--- src/design/rpf_pkg.sv ---
package rpf_pkg;
    // Storage geometry of each byte queue
    localparam int DEPTH = 64;
    localparam int PTR_W = 6;
    localparam int CNT_W = 7;
    localparam logic [6:0] DEPTH_CNT = 7'h40;

    // Register byte offsets on the bus
    localparam logic [7:0] ADDR_RXDATA = 8'h00;
    localparam logic [7:0] ADDR_TXDATA = 8'h04;
    localparam logic [7:0] ADDR_COUNTS = 8'h08;
    localparam logic [7:0] ADDR_CONFIG = 8'h0C;
    localparam logic [7:0] ADDR_IRQSTAT = 8'h10;
    localparam logic [7:0] ADDR_IRQMASK = 8'h14;
    localparam logic [7:0] ADDR_HDRSTAT = 8'h18;

    // Counts register layout
    localparam int COUNTS_RX_LSB = 0;
    localparam int COUNTS_TX_LSB = 8;
    localparam int COUNTS_OVF_BIT = 16;
    localparam int COUNTS_UNF_BIT = 17;

    // Config register layout
    localparam int CFG_THR_LSB = 0;
    localparam int CFG_SLEEP_BIT = 4;
    localparam int CFG_FLUSH_RX_BIT = 5;
    localparam int CFG_FLUSH_TX_BIT = 6;
    localparam int CFG_PINSEL_LSB = 8;

    // Config reset values
    localparam logic [3:0] THR_RESET = 4'h7;
    localparam logic [5:0] PINSEL_RESET = 6'h00;

    // Interrupt bit positions and mask reset
    localparam int IRQ_OVF_BIT = 0;
    localparam int IRQ_UNF_BIT = 1;
    localparam logic [1:0] IRQMASK_RESET = 2'h0;

    // Output pin signal codes
    localparam logic [5:0] PINSEL_RX_THR = 6'h00;
    localparam logic [5:0] PINSEL_TX_THR = 6'h02;

    // Threshold arithmetic
    localparam logic [6:0] RX_THR_BASE = 7'h04;
    localparam logic [6:0] TX_THR_BASE = 7'h3D;

    // Header status byte: direction flag above the fill count
    localparam int HDR_WRITE_BIT = 7;

    // Bus slave states
    typedef enum logic [1:0] {
        BUS_IDLE = 2'b01,
        BUS_ACK = 2'b10
    } rpf_bus_e;
endpackage

--- src/design/rpf_fifo_if.sv ---
`timescale 1ns/1ns
`default_nettype none
// Owner side pushes, pops and flushes; the store answers with data and level
interface rpf_fifo_if;
    logic push;
    logic pop;
    logic flush;
    logic [7:0] pushData;
    logic [7:0] popData;
    logic [6:0] count;
    logic full;
    logic empty;
    modport owner(output push, output pop, output flush, output pushData,
        input popData, input count, input full, input empty);
    modport store(input push, input pop, input flush, input pushData,
        output popData, output count, output full, output empty);
endinterface
`default_nettype wire

--- src/design/rpf_byte_fifo.sv ---
`timescale 1ns/1ns
`default_nettype none
module rpf_byte_fifo (
    // Clock and reset
    input wire logic clock,
    input wire logic arst_n,
    // Queue port
    rpf_fifo_if.store port
);
    logic [7:0] mem [0:rpf_pkg::DEPTH-1]; // Byte storage
    logic [5:0] wrPtr; // Next slot to fill
    logic [5:0] rdPtr; // Oldest stored byte
    logic [6:0] count; // Bytes held
    logic doPush;
    logic doPop;

    // Full pushes and empty pops are dropped here; the owner flags only radio-side ones
    assign doPush = port.push && (count != rpf_pkg::DEPTH_CNT) && !port.flush;
    assign doPop = port.pop && (count != 7'h00) && !port.flush;

    assign port.popData = mem[rdPtr];
    assign port.count = count;
    assign port.full = (count == rpf_pkg::DEPTH_CNT);
    assign port.empty = (count == 7'h00);

    // Storage write, no reset needed on data
    always_ff @(posedge clock) begin
        if (doPush) begin
            mem[wrPtr] <= port.pushData;
        end
    end

    // Pointers and level; both ends may move in one cycle, but a full queue drops a push even when a pop comes with it
    always_ff @(posedge clock or negedge arst_n) begin
        if (!arst_n) begin
            wrPtr <= 6'h00;
            rdPtr <= 6'h00;
            count <= 7'h00;
        end else if (port.flush) begin
            // Flush drops everything held
            wrPtr <= 6'h00;
            rdPtr <= 6'h00;
            count <= 7'h00;
        end else begin
            if (doPush) begin
                wrPtr <= wrPtr + 6'h01;
            end
            if (doPop) begin
                rdPtr <= rdPtr + 6'h01;
            end
            if (doPush && !doPop) begin
                count <= count + 7'h01;
            end else if (doPop && !doPush) begin
                count <= count - 7'h01;
            end
        end
    end
endmodule
`default_nettype wire

--- src/design/rpf_packet_fifo_pair.sv ---
// Design decisions made here: the Wishbone slave port and the register addresses.
`timescale 1ns/1ns
`default_nettype none
// How it works
// - Two independent 64-byte queues, receive and transmit
// - Host pops receive queue, pushes transmit queue only
// - Flag receive overflow and transmit underflow
// - Header status byte carries direction's fill level
// - Both fill counts readable as status fields
// - Four-bit select picks one of sixteen thresholds
// - Receive 4(s+1), transmit 61-4s, mirrored margins
// - Indicator high while count at or above threshold
// - Pin code 0x00 receive, 0x02 transmit indicator
// - Sleep empties both queues
module rpf_packet_fifo_pair (
    // Clock and reset
    input wire logic clock,
    input wire logic arst_n,
    // Wishbone classic slave
    input wire logic wb_cyc_i,
    input wire logic wb_stb_i,
    input wire logic wb_we_i,
    input wire logic [7:0] wb_adr_i,
    input wire logic [3:0] wb_sel_i,
    input wire logic [31:0] wb_dat_i,
    output logic [31:0] wb_dat_o,
    output logic wb_ack_o,
    // Radio side link, asynchronous to clock
    input wire logic radioClk,
    input wire logic radioRxValid,
    input wire logic [7:0] radioRxData,
    input wire logic radioTxReq,
    output logic [7:0] radioTxData,
    output logic radioTxValid,
    // Interrupt and general output pin
    output logic irq,
    output logic generalOutputPin
);
    rpf_fifo_if rxIf();
    rpf_fifo_if txIf();

    rpf_pkg::rpf_bus_e busState; // Bus handshake state
    logic [2:0] clkSync; // Radio clock sampler, bit 2 is the edge reference
    logic [1:0] rxValidSync; // Receive strobe sampler
    logic [1:0] txReqSync; // Transmit request sampler
    logic [7:0] rxDataSync1; // First data stage, read only by the second
    logic [7:0] rxDataSync2;
    logic [3:0] fifo_threshold_select; // Shared threshold setting
    logic [5:0] output_pin_signal_select; // Pin source code
    logic sleepMode; // Held low power state
    logic rxOverflow; // Sticky receive overflow
    logic txUnderflow; // Sticky transmit underflow
    logic [1:0] irqStatus; // Event bits, write one to clear
    logic [1:0] irqMask; // Event enables
    logic [7:0] hdrStatus; // Status byte of last data access
    logic [31:0] readMux;
    logic [7:0] addr;
    logic wbReq;
    logic hostPop;
    logic hostPush;
    logic cfgWrite;
    logic radioEdge;
    logic rxEvent;
    logic txEvent;
    logic flushRx;
    logic flushTx;
    logic [6:0] rxThreshold;
    logic [6:0] txThreshold;
    logic rxAtThr;
    logic txAtThr;
    logic [1:0] irqSet;
    logic [1:0] irqClear;
    logic [1:0] next_irqStatus;

    // Queue instances
    rpf_byte_fifo rxFifo (
        .clock(clock),
        .arst_n(arst_n),
        .port(rxIf.store)
    );
    rpf_byte_fifo txFifo (
        .clock(clock),
        .arst_n(arst_n),
        .port(txIf.store)
    );

    // Request decode; address compared on word boundary
    assign addr = {wb_adr_i[7:2], 2'b00};
    assign wbReq = wb_cyc_i && wb_stb_i && (busState == rpf_pkg::BUS_IDLE);
    assign hostPop = wbReq && !wb_we_i && (addr == rpf_pkg::ADDR_RXDATA) && wb_sel_i[0];
    assign hostPush = wbReq && wb_we_i && (addr == rpf_pkg::ADDR_TXDATA) && wb_sel_i[0];
    assign cfgWrite = wbReq && wb_we_i && (addr == rpf_pkg::ADDR_CONFIG);

    // Flush on command or for as long as sleep is held
    assign flushRx = sleepMode || (cfgWrite && wb_sel_i[0] && wb_dat_i[rpf_pkg::CFG_FLUSH_RX_BIT]);
    assign flushTx = sleepMode || (cfgWrite && wb_sel_i[0] && wb_dat_i[rpf_pkg::CFG_FLUSH_TX_BIT]);

    // Radio events on the sampled rising edge of the link clock
    assign radioEdge = clkSync[1] && !clkSync[2];
    assign rxEvent = radioEdge && rxValidSync[1];
    assign txEvent = radioEdge && txReqSync[1];

    // Queue port drive
    assign rxIf.push = rxEvent;
    assign rxIf.pushData = rxDataSync2;
    assign rxIf.pop = hostPop;
    assign rxIf.flush = flushRx;
    assign txIf.push = hostPush; // Full pushes dropped, host must avoid them
    assign txIf.pushData = wb_dat_i[7:0];
    assign txIf.pop = txEvent;
    assign txIf.flush = flushTx;

    // Mirrored thresholds from one setting
    assign rxThreshold = {1'b0, fifo_threshold_select, 2'b00} + rpf_pkg::RX_THR_BASE;
    assign txThreshold = rpf_pkg::TX_THR_BASE - {1'b0, fifo_threshold_select, 2'b00};
    assign rxAtThr = (rxIf.count >= rxThreshold);
    assign txAtThr = (txIf.count >= txThreshold);

    // Two-flop sampling of every link input; only stage 1 reads stage 0
    always_ff @(posedge clock or negedge arst_n) begin
        if (!arst_n) begin
            clkSync <= 3'h0;
            rxValidSync <= 2'h0;
            txReqSync <= 2'h0;
            rxDataSync1 <= 8'h00;
            rxDataSync2 <= 8'h00;
        end else begin
            clkSync <= {clkSync[1:0], radioClk};
            rxValidSync <= {rxValidSync[0], radioRxValid};
            txReqSync <= {txReqSync[0], radioTxReq};
            rxDataSync1 <= radioRxData;
            rxDataSync2 <= rxDataSync1;
        end
    end

    // Bus handshake: ack one cycle after the request, dropped the cycle after
    always_ff @(posedge clock or negedge arst_n) begin
        if (!arst_n) begin
            busState <= rpf_pkg::BUS_IDLE;
            wb_ack_o <= 1'b0;
        end else begin
            unique case (busState)
                rpf_pkg::BUS_IDLE: begin
                    if (wbReq) begin
                        busState <= rpf_pkg::BUS_ACK;
                        wb_ack_o <= 1'b1;
                    end
                end
                rpf_pkg::BUS_ACK: begin
                    // Always back to idle, so ack is a single cycle
                    busState <= rpf_pkg::BUS_IDLE;
                    wb_ack_o <= 1'b0;
                end
            endcase
        end
    end

    // Read data selection; unmapped reads return zero
    always_comb begin
        readMux = 32'h0000_0000;
        case (addr)
            rpf_pkg::ADDR_RXDATA: begin
                // Empty reads give zero rather than stale bytes
                readMux[7:0] = rxIf.empty ? 8'h00 : rxIf.popData;
            end
            rpf_pkg::ADDR_COUNTS: begin
                readMux[rpf_pkg::COUNTS_RX_LSB +: 7] = rxIf.count;
                readMux[rpf_pkg::COUNTS_TX_LSB +: 7] = txIf.count;
                readMux[rpf_pkg::COUNTS_OVF_BIT] = rxOverflow;
                readMux[rpf_pkg::COUNTS_UNF_BIT] = txUnderflow;
            end
            rpf_pkg::ADDR_CONFIG: begin
                readMux[rpf_pkg::CFG_THR_LSB +: 4] = fifo_threshold_select;
                readMux[rpf_pkg::CFG_SLEEP_BIT] = sleepMode;
                readMux[rpf_pkg::CFG_PINSEL_LSB +: 6] = output_pin_signal_select;
            end
            rpf_pkg::ADDR_IRQSTAT: begin
                readMux[1:0] = irqStatus;
            end
            rpf_pkg::ADDR_IRQMASK: begin
                readMux[1:0] = irqMask;
            end
            rpf_pkg::ADDR_HDRSTAT: begin
                readMux[7:0] = hdrStatus;
            end
            default: begin
                readMux = 32'h0000_0000;
            end
        endcase
    end

    // Read data latched with the ack
    always_ff @(posedge clock or negedge arst_n) begin
        if (!arst_n) begin
            wb_dat_o <= 32'h0000_0000;
        end else if (wbReq && !wb_we_i) begin
            wb_dat_o <= readMux;
        end
    end

    // Configuration register, byte lanes honoured
    always_ff @(posedge clock or negedge arst_n) begin
        if (!arst_n) begin
            fifo_threshold_select <= rpf_pkg::THR_RESET;
            sleepMode <= 1'b0;
            output_pin_signal_select <= rpf_pkg::PINSEL_RESET;
        end else if (cfgWrite) begin
            if (wb_sel_i[0]) begin
                fifo_threshold_select <= wb_dat_i[rpf_pkg::CFG_THR_LSB +: 4];
                sleepMode <= wb_dat_i[rpf_pkg::CFG_SLEEP_BIT];
            end
            if (wb_sel_i[1]) begin
                output_pin_signal_select <= wb_dat_i[rpf_pkg::CFG_PINSEL_LSB +: 6];
            end
        end
    end

    // Status byte of the last data access: direction plus that queue's level
    always_ff @(posedge clock or negedge arst_n) begin
        if (!arst_n) begin
            hdrStatus <= 8'h00;
        end else if (hostPop) begin
            hdrStatus <= {1'b0, rxIf.count};
        end else if (hostPush) begin
            hdrStatus <= {1'b1, txIf.count};
        end
    end

    // Sticky error flags; a new error wins over a coincident flush
    always_ff @(posedge clock or negedge arst_n) begin
        if (!arst_n) begin
            rxOverflow <= 1'b0;
            txUnderflow <= 1'b0;
        end else begin
            if (rxEvent && rxIf.full) begin
                rxOverflow <= 1'b1;
            end else if (flushRx) begin
                rxOverflow <= 1'b0;
            end
            if (txEvent && txIf.empty) begin
                txUnderflow <= 1'b1;
            end else if (flushTx) begin
                txUnderflow <= 1'b0;
            end
        end
    end

    // Interrupt status: set beats a same-cycle write-one clear
    assign irqSet = {txEvent && txIf.empty, rxEvent && rxIf.full};
    assign irqClear = (wbReq && wb_we_i && (addr == rpf_pkg::ADDR_IRQSTAT) && wb_sel_i[0])
        ? wb_dat_i[1:0] : 2'h0;
    assign next_irqStatus = (irqStatus & ~irqClear) | irqSet;

    always_ff @(posedge clock or negedge arst_n) begin
        if (!arst_n) begin
            irqStatus <= 2'h0;
            irqMask <= rpf_pkg::IRQMASK_RESET;
            irq <= 1'b0;
        end else begin
            irqStatus <= next_irqStatus;
            if (wbReq && wb_we_i && (addr == rpf_pkg::ADDR_IRQMASK) && wb_sel_i[0]) begin
                irqMask <= wb_dat_i[1:0];
            end
            // Registered output, so it trails status by one cycle
            irq <= |(irqStatus & irqMask);
        end
    end

    // Transmit byte handed to the radio on each request
    always_ff @(posedge clock or negedge arst_n) begin
        if (!arst_n) begin
            radioTxData <= 8'h00;
            radioTxValid <= 1'b0;
        end else if (txEvent) begin
            radioTxData <= txIf.empty ? 8'h00 : txIf.popData;
            radioTxValid <= !txIf.empty;
        end
    end

    // Pin source select; unknown codes drive low
    always_ff @(posedge clock or negedge arst_n) begin
        if (!arst_n) begin
            generalOutputPin <= 1'b0;
        end else if (output_pin_signal_select == rpf_pkg::PINSEL_RX_THR) begin
            generalOutputPin <= rxAtThr;
        end else if (output_pin_signal_select == rpf_pkg::PINSEL_TX_THR) begin
            generalOutputPin <= txAtThr;
        end else begin
            generalOutputPin <= 1'b0;
        end
    end
endmodule
`default_nettype wire

--- config.mk ---
export PLATFORM = sky130hd
export DESIGN_NAME = rpf_packet_fifo_pair
export DESIGN_NICKNAME = d
export VERILOG_FILES = /design/src/design/rpf_pkg.sv /design/src/design/rpf_fifo_if.sv /design/src/design/rpf_byte_fifo.sv /design/src/design/rpf_packet_fifo_pair.sv
export SDC_FILE = /design/constraint.sdc
export NUM_CORES = 1
export LEC_CHECK = 0
export BUFFER_PORTS_ARGS = -buffer_cell sky130_fd_sc_hd__buf_2
export CAP_MARGIN = 40
export CORE_UTILIZATION = 50
export CTS_BUF_LIST = sky130_fd_sc_hd__clkbuf_8
export DETAILED_ROUTE_END_ITERATION = 6
export MAX_ROUTING_LAYER = met4
export PLACE_DENSITY = 0.66
export SYNTH_ARGS = -nofsm -noshare
export SYNTH_HDL_FRONTEND = slang
export SYNTH_SLANG_ARGS = --single-unit
--- constraint.sdc ---
create_clock -name clock -period 4 [get_ports clock]
set_input_delay 0.8 -clock clock [delete_from_list [all_inputs] [get_ports clock]]
set_output_delay 0.8 -clock clock [all_outputs]
set_load 0.005 [all_outputs]
## Word level (Yosys, flattened, before mapping)

Memories as Yosys holds them, arrays and structs flattened.
Cells that the tools add are included.

- Register bits after elaboration: 117
- Memory bits (writable): 1024
- Input port bits: 60
- Output and inout bits: 44
- Logic and storage cells: 159
- Memories: 2

Memory list:

| memory | words | bits a word | read ports | clocked after memory_dff | write ports | line | text |
|---|---|---|---|---|---|---|---|
| rxFifo.mem | 64 | 8 | 1 | 0 | 1 | rpf_byte_fifo.sv:10 | `logic [7:0] mem [0:rpf_pkg::DEPTH-1];` |
| txFifo.mem | 64 | 8 | 1 | 0 | 1 | rpf_byte_fifo.sv:10 |  |

- $add $sub $neg: 10
- $lt $le $gt $ge: 2
- Equal/unequal tests: 13
- Mux-type cells: 40
- Bitwise logic cells: 4
- Reductions and logical operators: 62

Operators by type and width:

| cell | count |
|---|---|
| $mux W6 | 8 |
| $mux W7 | 6 |
| $logic_and A1 B1 Y1 | 33 |
| $mux W8 | 4 |
| $add A6 B1 Y6 const B | 4 |
| $eq A6 B2 Y1 const B | 3 |
| $eq A6 B3 Y1 const B | 3 |
| $add A7 B1 Y7 const B | 2 |
| $ge A7 B7 Y1 | 2 |
| $logic_not A7 Y1 | 2 |
| $ne A7 B7 Y1 const B | 2 |
| $reduce_bool A2 Y1 | 7 |
| $reduce_bool A7 Y1 | 2 |
| $sub A7 B1 Y7 const B | 2 |
| $mux W1 | 12 |
| $pmux W2 S6 | 1 |
| $pmux W3 S4 | 1 |
| $pmux W6 S2 | 1 |
| $logic_not A1 Y1 | 9 |
| $logic_not A8 Y1 | 1 |
| $add A6 B3 Y7 const B | 1 |
| $eq A7 B7 Y1 const B | 1 |
| $sub A6 B6 Y7 const A | 1 |
| $eq A6 B1 Y1 const B | 1 |
| other kinds (15) | 22 |

## Depth between registers and ports, before layout

- Word-level depth: 14
- Gate-level depth with buffers: 16
- Depth with buffers taken out: 15

## By module

Synthesis repeated with hierarchy kept, for this count alone.

- Cell total of the unflattened synthesis: 2454
- Area total of the unflattened synthesis: 45750.1 sq um

Modules (own cells, without submodules):

| module | instances | cells each | area an instance (sq um) | seq. area each (sq um) |
|---|---|---|---|---|
| rpf_byte_fifo (rxFifo) | 1 | 1062 | 21065.2 | 15850.2 |
| rpf_byte_fifo (txFifo) | 1 | 1049 | 20987.6 | 15850.2 |
| rpf_packet_fifo_pair | 1 | 343 | 3697.3 | 1956.9 |

## Worst setup path after synthesis

Ideal clock, no wire load.

- Path type: input-to-reg
- Start: input port wb_adr_i[7]
- End: register rxFifo.count[6], in the netlist rxFifo.port.count[6]
- Setup time: 0.124 ns
- Arrival: 3.728 ns
- Data required time: 3.876 ns
- Path slack: 0.148 ns
- Cell stages on the path: 16
- Path buffers: 2
- Cell sequence: or4_4 -> nor3_4 -> and3_1 -> buf_4 -> o21a_1 -> buf_6 -> or3_1 -> inv_1 -> fa_1 -> nor2b_1 -> o21ai_0 -> a21boi_0 -> o21ai_0 -> a211oi_1 -> o21ai_0 -> nor3b_1

- Longest elaborated chain between the ends: 11
- Elaborated cells on any way between the ends: 19
- Those cells by class: eq/ne: 1; mux: 2; reduce/logical: 16

Ends and longest elaborated chain:

| what | line | text |
|---|---|---|
| from (decl) | rpf_packet_fifo_pair.sv:23 | `input wire logic [7:0] wb_adr_i,` |
| $eq A6 B2 Y1 | rpf_packet_fifo_pair.sv:92 | `assign cfgWrite = wbReq && wb_we_i && (addr == rpf_pkg::ADDR_CONFIG);` |
| $logic_and A1 B1 Y1 | rpf_packet_fifo_pair.sv:92 |  |
| $logic_and A1 B1 Y1 (2 in a row) | rpf_packet_fifo_pair.sv:95 | `assign flushRx = sleepMode \|\| (cfgWrite && wb_sel_i[0] && wb_dat_i[rpf_pkg::CFG_FLUSH_RX_BIT]);` |
| $logic_or A1 B1 Y1 | rpf_packet_fifo_pair.sv:95 |  |
| $logic_not A1 Y1 | rpf_byte_fifo.sv:18, rpf_byte_fifo.sv:19 |  |
| $logic_and A1 B1 Y1 | rpf_byte_fifo.sv:19 | `assign doPop = port.pop && (count != 7'h00) && !port.flush;` |
| $logic_not A1 Y1 | rpf_byte_fifo.sv:51 | `if (doPush && !doPop) begin` |
| $logic_and A1 B1 Y1 | rpf_byte_fifo.sv:51 |  |
| $mux W7 | rpf_byte_fifo.sv:51 |  |
| $mux W7 | rpf_byte_fifo.sv:39 | `end else if (port.flush) begin` |
| to (signal assigned) | rpf_byte_fifo.sv:52 | `count <= count + 7'h01;` |
| to (signal assigned) | rpf_byte_fifo.sv:54 | `count <= count - 7'h01;` |
| to (decl) | rpf_byte_fifo.sv:13 | `logic [6:0] count;` |

Several ways; a longest one is shown, not always the timed one.
A chain may end at the register's enable or synchronous reset.

## Worst setup path after layout

- Start: register busState[0]
- End: register txFifo.count[6], in the netlist txFifo.port.count[6]

- Longest elaborated chain between the ends: 13
- Elaborated cells on any way between the ends: 20
- Those cells by class: eq/ne: 1; mux: 2; reduce/logical: 17

Ends and longest elaborated chain:

| what | line | text |
|---|---|---|
| from (decl) | rpf_packet_fifo_pair.sv:42 | `rpf_pkg::rpf_bus_e busState;` |
| from (signal assigned) | rpf_packet_fifo_pair.sv:139 | `busState <= rpf_pkg::BUS_IDLE;` |
| from (signal assigned) | rpf_packet_fifo_pair.sv:145 | `busState <= rpf_pkg::BUS_ACK;` |
| from (signal assigned) | rpf_packet_fifo_pair.sv:151 | `busState <= rpf_pkg::BUS_IDLE;` |
| $eq A2 B1 Y1 (*) | rpf_packet_fifo_pair.sv:89 | `assign wbReq = wb_cyc_i && wb_stb_i && (busState == rpf_pkg::BUS_IDLE);` |
| $logic_and A1 B1 Y1 (*) | rpf_packet_fifo_pair.sv:89 |  |
| $logic_and A1 B1 Y1 (*) | rpf_packet_fifo_pair.sv:91, rpf_packet_fifo_pair.sv:92 |  |
| $logic_and A1 B1 Y1 | rpf_packet_fifo_pair.sv:92 |  |
| $logic_and A1 B1 Y1 (2 in a row) | rpf_packet_fifo_pair.sv:96 | `assign flushTx = sleepMode \|\| (cfgWrite && wb_sel_i[0] && wb_dat_i[rpf_pkg::CFG_FLUSH_TX_BIT]);` |
| $logic_or A1 B1 Y1 | rpf_packet_fifo_pair.sv:96 |  |
| $logic_not A1 Y1 | rpf_byte_fifo.sv:18, rpf_byte_fifo.sv:19 |  |
| $logic_and A1 B1 Y1 | rpf_byte_fifo.sv:19 |  |
| $logic_not A1 Y1 | rpf_byte_fifo.sv:51 |  |
| $logic_and A1 B1 Y1 | rpf_byte_fifo.sv:51 |  |
| $mux W7 | rpf_byte_fifo.sv:51 |  |
| $mux W7 | rpf_byte_fifo.sv:39 |  |
| to (signal assigned) | rpf_byte_fifo.sv:52 |  |
| to (signal assigned) | rpf_byte_fifo.sv:54 |  |
| to (decl) | rpf_byte_fifo.sv:13 |  |

Mark *: on every way between the ends. The rest lies on a longest branch, timed or not.

==> run_results.csv <==
group,metric,value,unit
timing,fin_crit_sh,90.7,%
setup_path,worstPathMaxFanout,7,
setup_path,critPathRequiredTime,4.70,ns
clock_tree,clock_path_buffers,3,
timing,whs,0.0713,ns
synth,synth_area,0.0456,mm²
synth,ys_seq_area_share,73.8,%
setup_path,ff2ff_setup_slack,0.37,ns
routing,vias,24000,
placement,gp_congestion,0.908,
routing,routed_wl,105000,µm
cells_and_area,num-nets-final,2852,
timing,rsz0062_at_grt,"no",
routing,wl_per_cell,25.6,µm
timing,period_needed,3.63,ns
synth,synth_cell_type_count,65,
clock_tree,clk_pin_slew,0.06,ns
placement,place_ws,0.0874,ns
clock_tree,post_cts_resized,0,
grt,grt_pass1_vias,24500,
run_status,status,"finished, final reports clean",
setup_path,cp.arrival,4.32,ns
clock_tree,cts-root-buf,"clkbuf_8",
power_and_ir_drop,ir_worst_vdd,0.000357,V
die,coreArea,0.0901,mm²
placement,hpwlAfterDp,67400,µm
power_and_ir_drop,total_power,27600,µW
timing,max_freq,0.276,GHz
clock_tree,cts_tree,"yes",
power_and_ir_drop,p_per_area,530,mW/mm²
synth,yosysMostFrequentCell,"edfxtp_1",
placement,io_buffers,66,
grt,antenna_found_initial,2,
die,chipWidth,304,µm
flow_run,maxCapViolations,0,
clock_tree,clk_latency,0.85,ns
timing,worst_pin_slew,0.895,ns
timing,drv_slew,0,
clock_tree,h-tree-depth,4,
synth,synth_warnings,0,
clock_tree,cts_made_buffers,179,
timing,fin_ws,0.374,ns
die,io_pins,104,
grt,grt_max_degree,77,
die,die_area,0.0925,mm²
power_and_ir_drop,p_leak,0.0176,µW
worst_hold_path,min_path_type,"input port to flop",
synth,synth.area.top_cells,"edfxtp_1 (67%), mux4_2 (11%), dfrtp_1 (6.1%)",
timing,clock_skew,0.0623,ns
routing,drcViolationCount,0,
timing,finalHoldViolCount,0,
timing,max_slew_margin,40.1,%
setup_path,start_kind,"flop",
synth,synth_area_leader_cell,"edfxtp_1",
routing,drt_iter0_markers,2505,
routing,viasPerCell,5.85,
clock_tree,cts_hold_buf,2,
die,rows,110,
cells_and_area,area_delta_synth_final,14.1,%
synth,ys_async_sr_fraction,10.2,%
synth,syn_inst,2433,
synth,synth_edf_count,1024,
clock_tree,post_cts_buffers,0,
synth,synth_top_area_share,67.4,%
cells_and_area,final_layout_size_suffix_gt1_share,27.6,%
setup_path,worst-setup-path-type,"flop to flop",
synth,syn_avg_cell_area,18.8,µm²
setup_path,end_kind,"flop",
grt,grt_pass1_wl,157000,µm
grt,track_usage,23.6,%
timing,setup_tns,0,ns
routing,firstDrtPassIters,5,
synth,ys_seq_elements,1140,
synth,synth_top_flop_cell,"edfxtp_1",
grt,overflow,0,
die,start_util,50.6,%
routing,antenna_left,0,
clock_tree,numClockSinks,1140,
die,die_h,304,µm
timing,finalSetupViolations,0,
synth,ys_top_cells_by_count,"edfxtp_1 (1024), mux4_2 (218), nor2_1 (189), mux2i_1 (178), dfrtp_1 (112)",
routing by layer:
layer / vias to the layer above / GRT usage, % / wire length [µm]
met3: 181 / 5.17 / 8180
met1: 12400 / 32.2 / 44100
met4: 0 / 6.47 / 2230
met2: 930 / 36.2 / 50300
met5: - / - / 0
li1: 10400 / - / -
final cells by class:
cell class              instances  area, µm²
clock inverters               138        624
repair buffers                285       2260
clock buffers                 196       2700
well taps                    1176       1470
flip-flops and latches       1140      33700
multi-input cells            1141      11200
diodes                          2       5.00
fillers                      6716      38100
inverters                      17       63.8
critical path, cell delays in order, from the launching register on:
cell and delay [ns]:
dfstp_2 0.54, nand3b_1 0.15, or2_2 0.43, nor3_2 0.23
o21ai_1 0.12, nor2_1 0.17, nand2_1 0.22, ha_1 0.38
nor2b_1 0.18, o21ai_0 0.12, a21boi_0 0.24, o21ai_0 0.14
a211oi_1 0.31, o21ai_0 0.11, nor3b_1 0.15
metrics by stage:
stage	utilization [%]	std cells	cell area, µm²
6_report	57.7	4095	52000
2_1_floorplan	-	2447	45700
3_3_place_gp	53.7	3740	48400
3_5_place_dp	54.0	3755	48700
5_1_grt	57.7	4095	52000
4_1_cts	57.7	4091	52000
placed cells by master (no fill, tap or decap), types with 15 or more instances in the layout:
cell | netlist | layout
a221oi_1 | 20 | 20
conb_1 | 1 | 15
clkinv_1 | 0 | 44
xnor2_1 | 16 | 16
buf_4 | 29 | 193
nor3_1 | 20 | 19
mux4_2 | 218 | 218
clkbuf_8 | 1 | 196
mux2_2 | 30 | 30
nand2_1 | 98 | 98
buf_2 | 28 | 65
nor2_1 | 189 | 188
clkinv_2 | 0 | 26
o21ai_0 | 23 | 23
a22oi_1 | 42 | 42
inv_1 | 17 | 75
a21oi_1 | 34 | 34
edfxtp_1 | 1024 | 1024
mux2i_1 | 178 | 178
buf_12 | 0 | 17
nand3_1 | 44 | 44
nor2b_1 | 19 | 17
dfrtp_1 | 112 | 98
ha_1 | 26 | 26
kinds of logic after synthesis:
group,count (synthesis),synth area share [%]
AO/OA/AOI/OAI,189,2.93
XOR/XNOR,30,0.617
adder cells (fa/ha/maj),28,0.801
buffers and inverters,166,1.79
flip-flops,1140,73.8
multiplexers,426,15.4
other,1,0.00822
AND/OR/NAND/NOR,453,4.68
report_power, final:
| group | switching, µW | internal (µW) |
|---|---|---|
| Sequential | 705 | 13300 |
| Combinational | 2340 | 2200 |
| Clock | 4450 | 4580 |
| Total | 7500 | 20100 |
worst paths after layout:
path / from / to / cells after the start
setup reg to reg: busState[0] / txFifo.port.count[6] / 14
setup / recovery: busState[0] / txFifo.port.count[6] / 14
hold reg to reg: rxDataSync1[6] / rxDataSync2[6] / 0
max in group asynchronous: arst_n / fifo_threshold_select[1] / 4
min in group asynchronous: arst_n / txFifo.rdPtr[4] / 3
hold / removal: radioRxValid / rxValidSync[0] / 1
flip-flops by register name, summed over array words and instances (netlist names), 2 cells and up:
signal / cells
irqStatus: 2
rxFifo.rdPtr: 6
fifo_threshold_select: 4
rxFifo.mem: 512
txFifo.wrPtr: 6
radioTxData: 8
txReqSync: 2
clkSync: 3
irqMask: 2
rxFifo.port.count: 7
rxDataSync1: 8
txFifo.rdPtr: 6
rxFifo.wrPtr: 6
txFifo.mem: 512
rxDataSync2: 8
wb_dat_o: 17
output_pin_signal_select: 6
rxValidSync: 2
txFifo.port.count: 7
hdrStatus: 8
No activity file was read; power rests on OpenSTA's default activity.
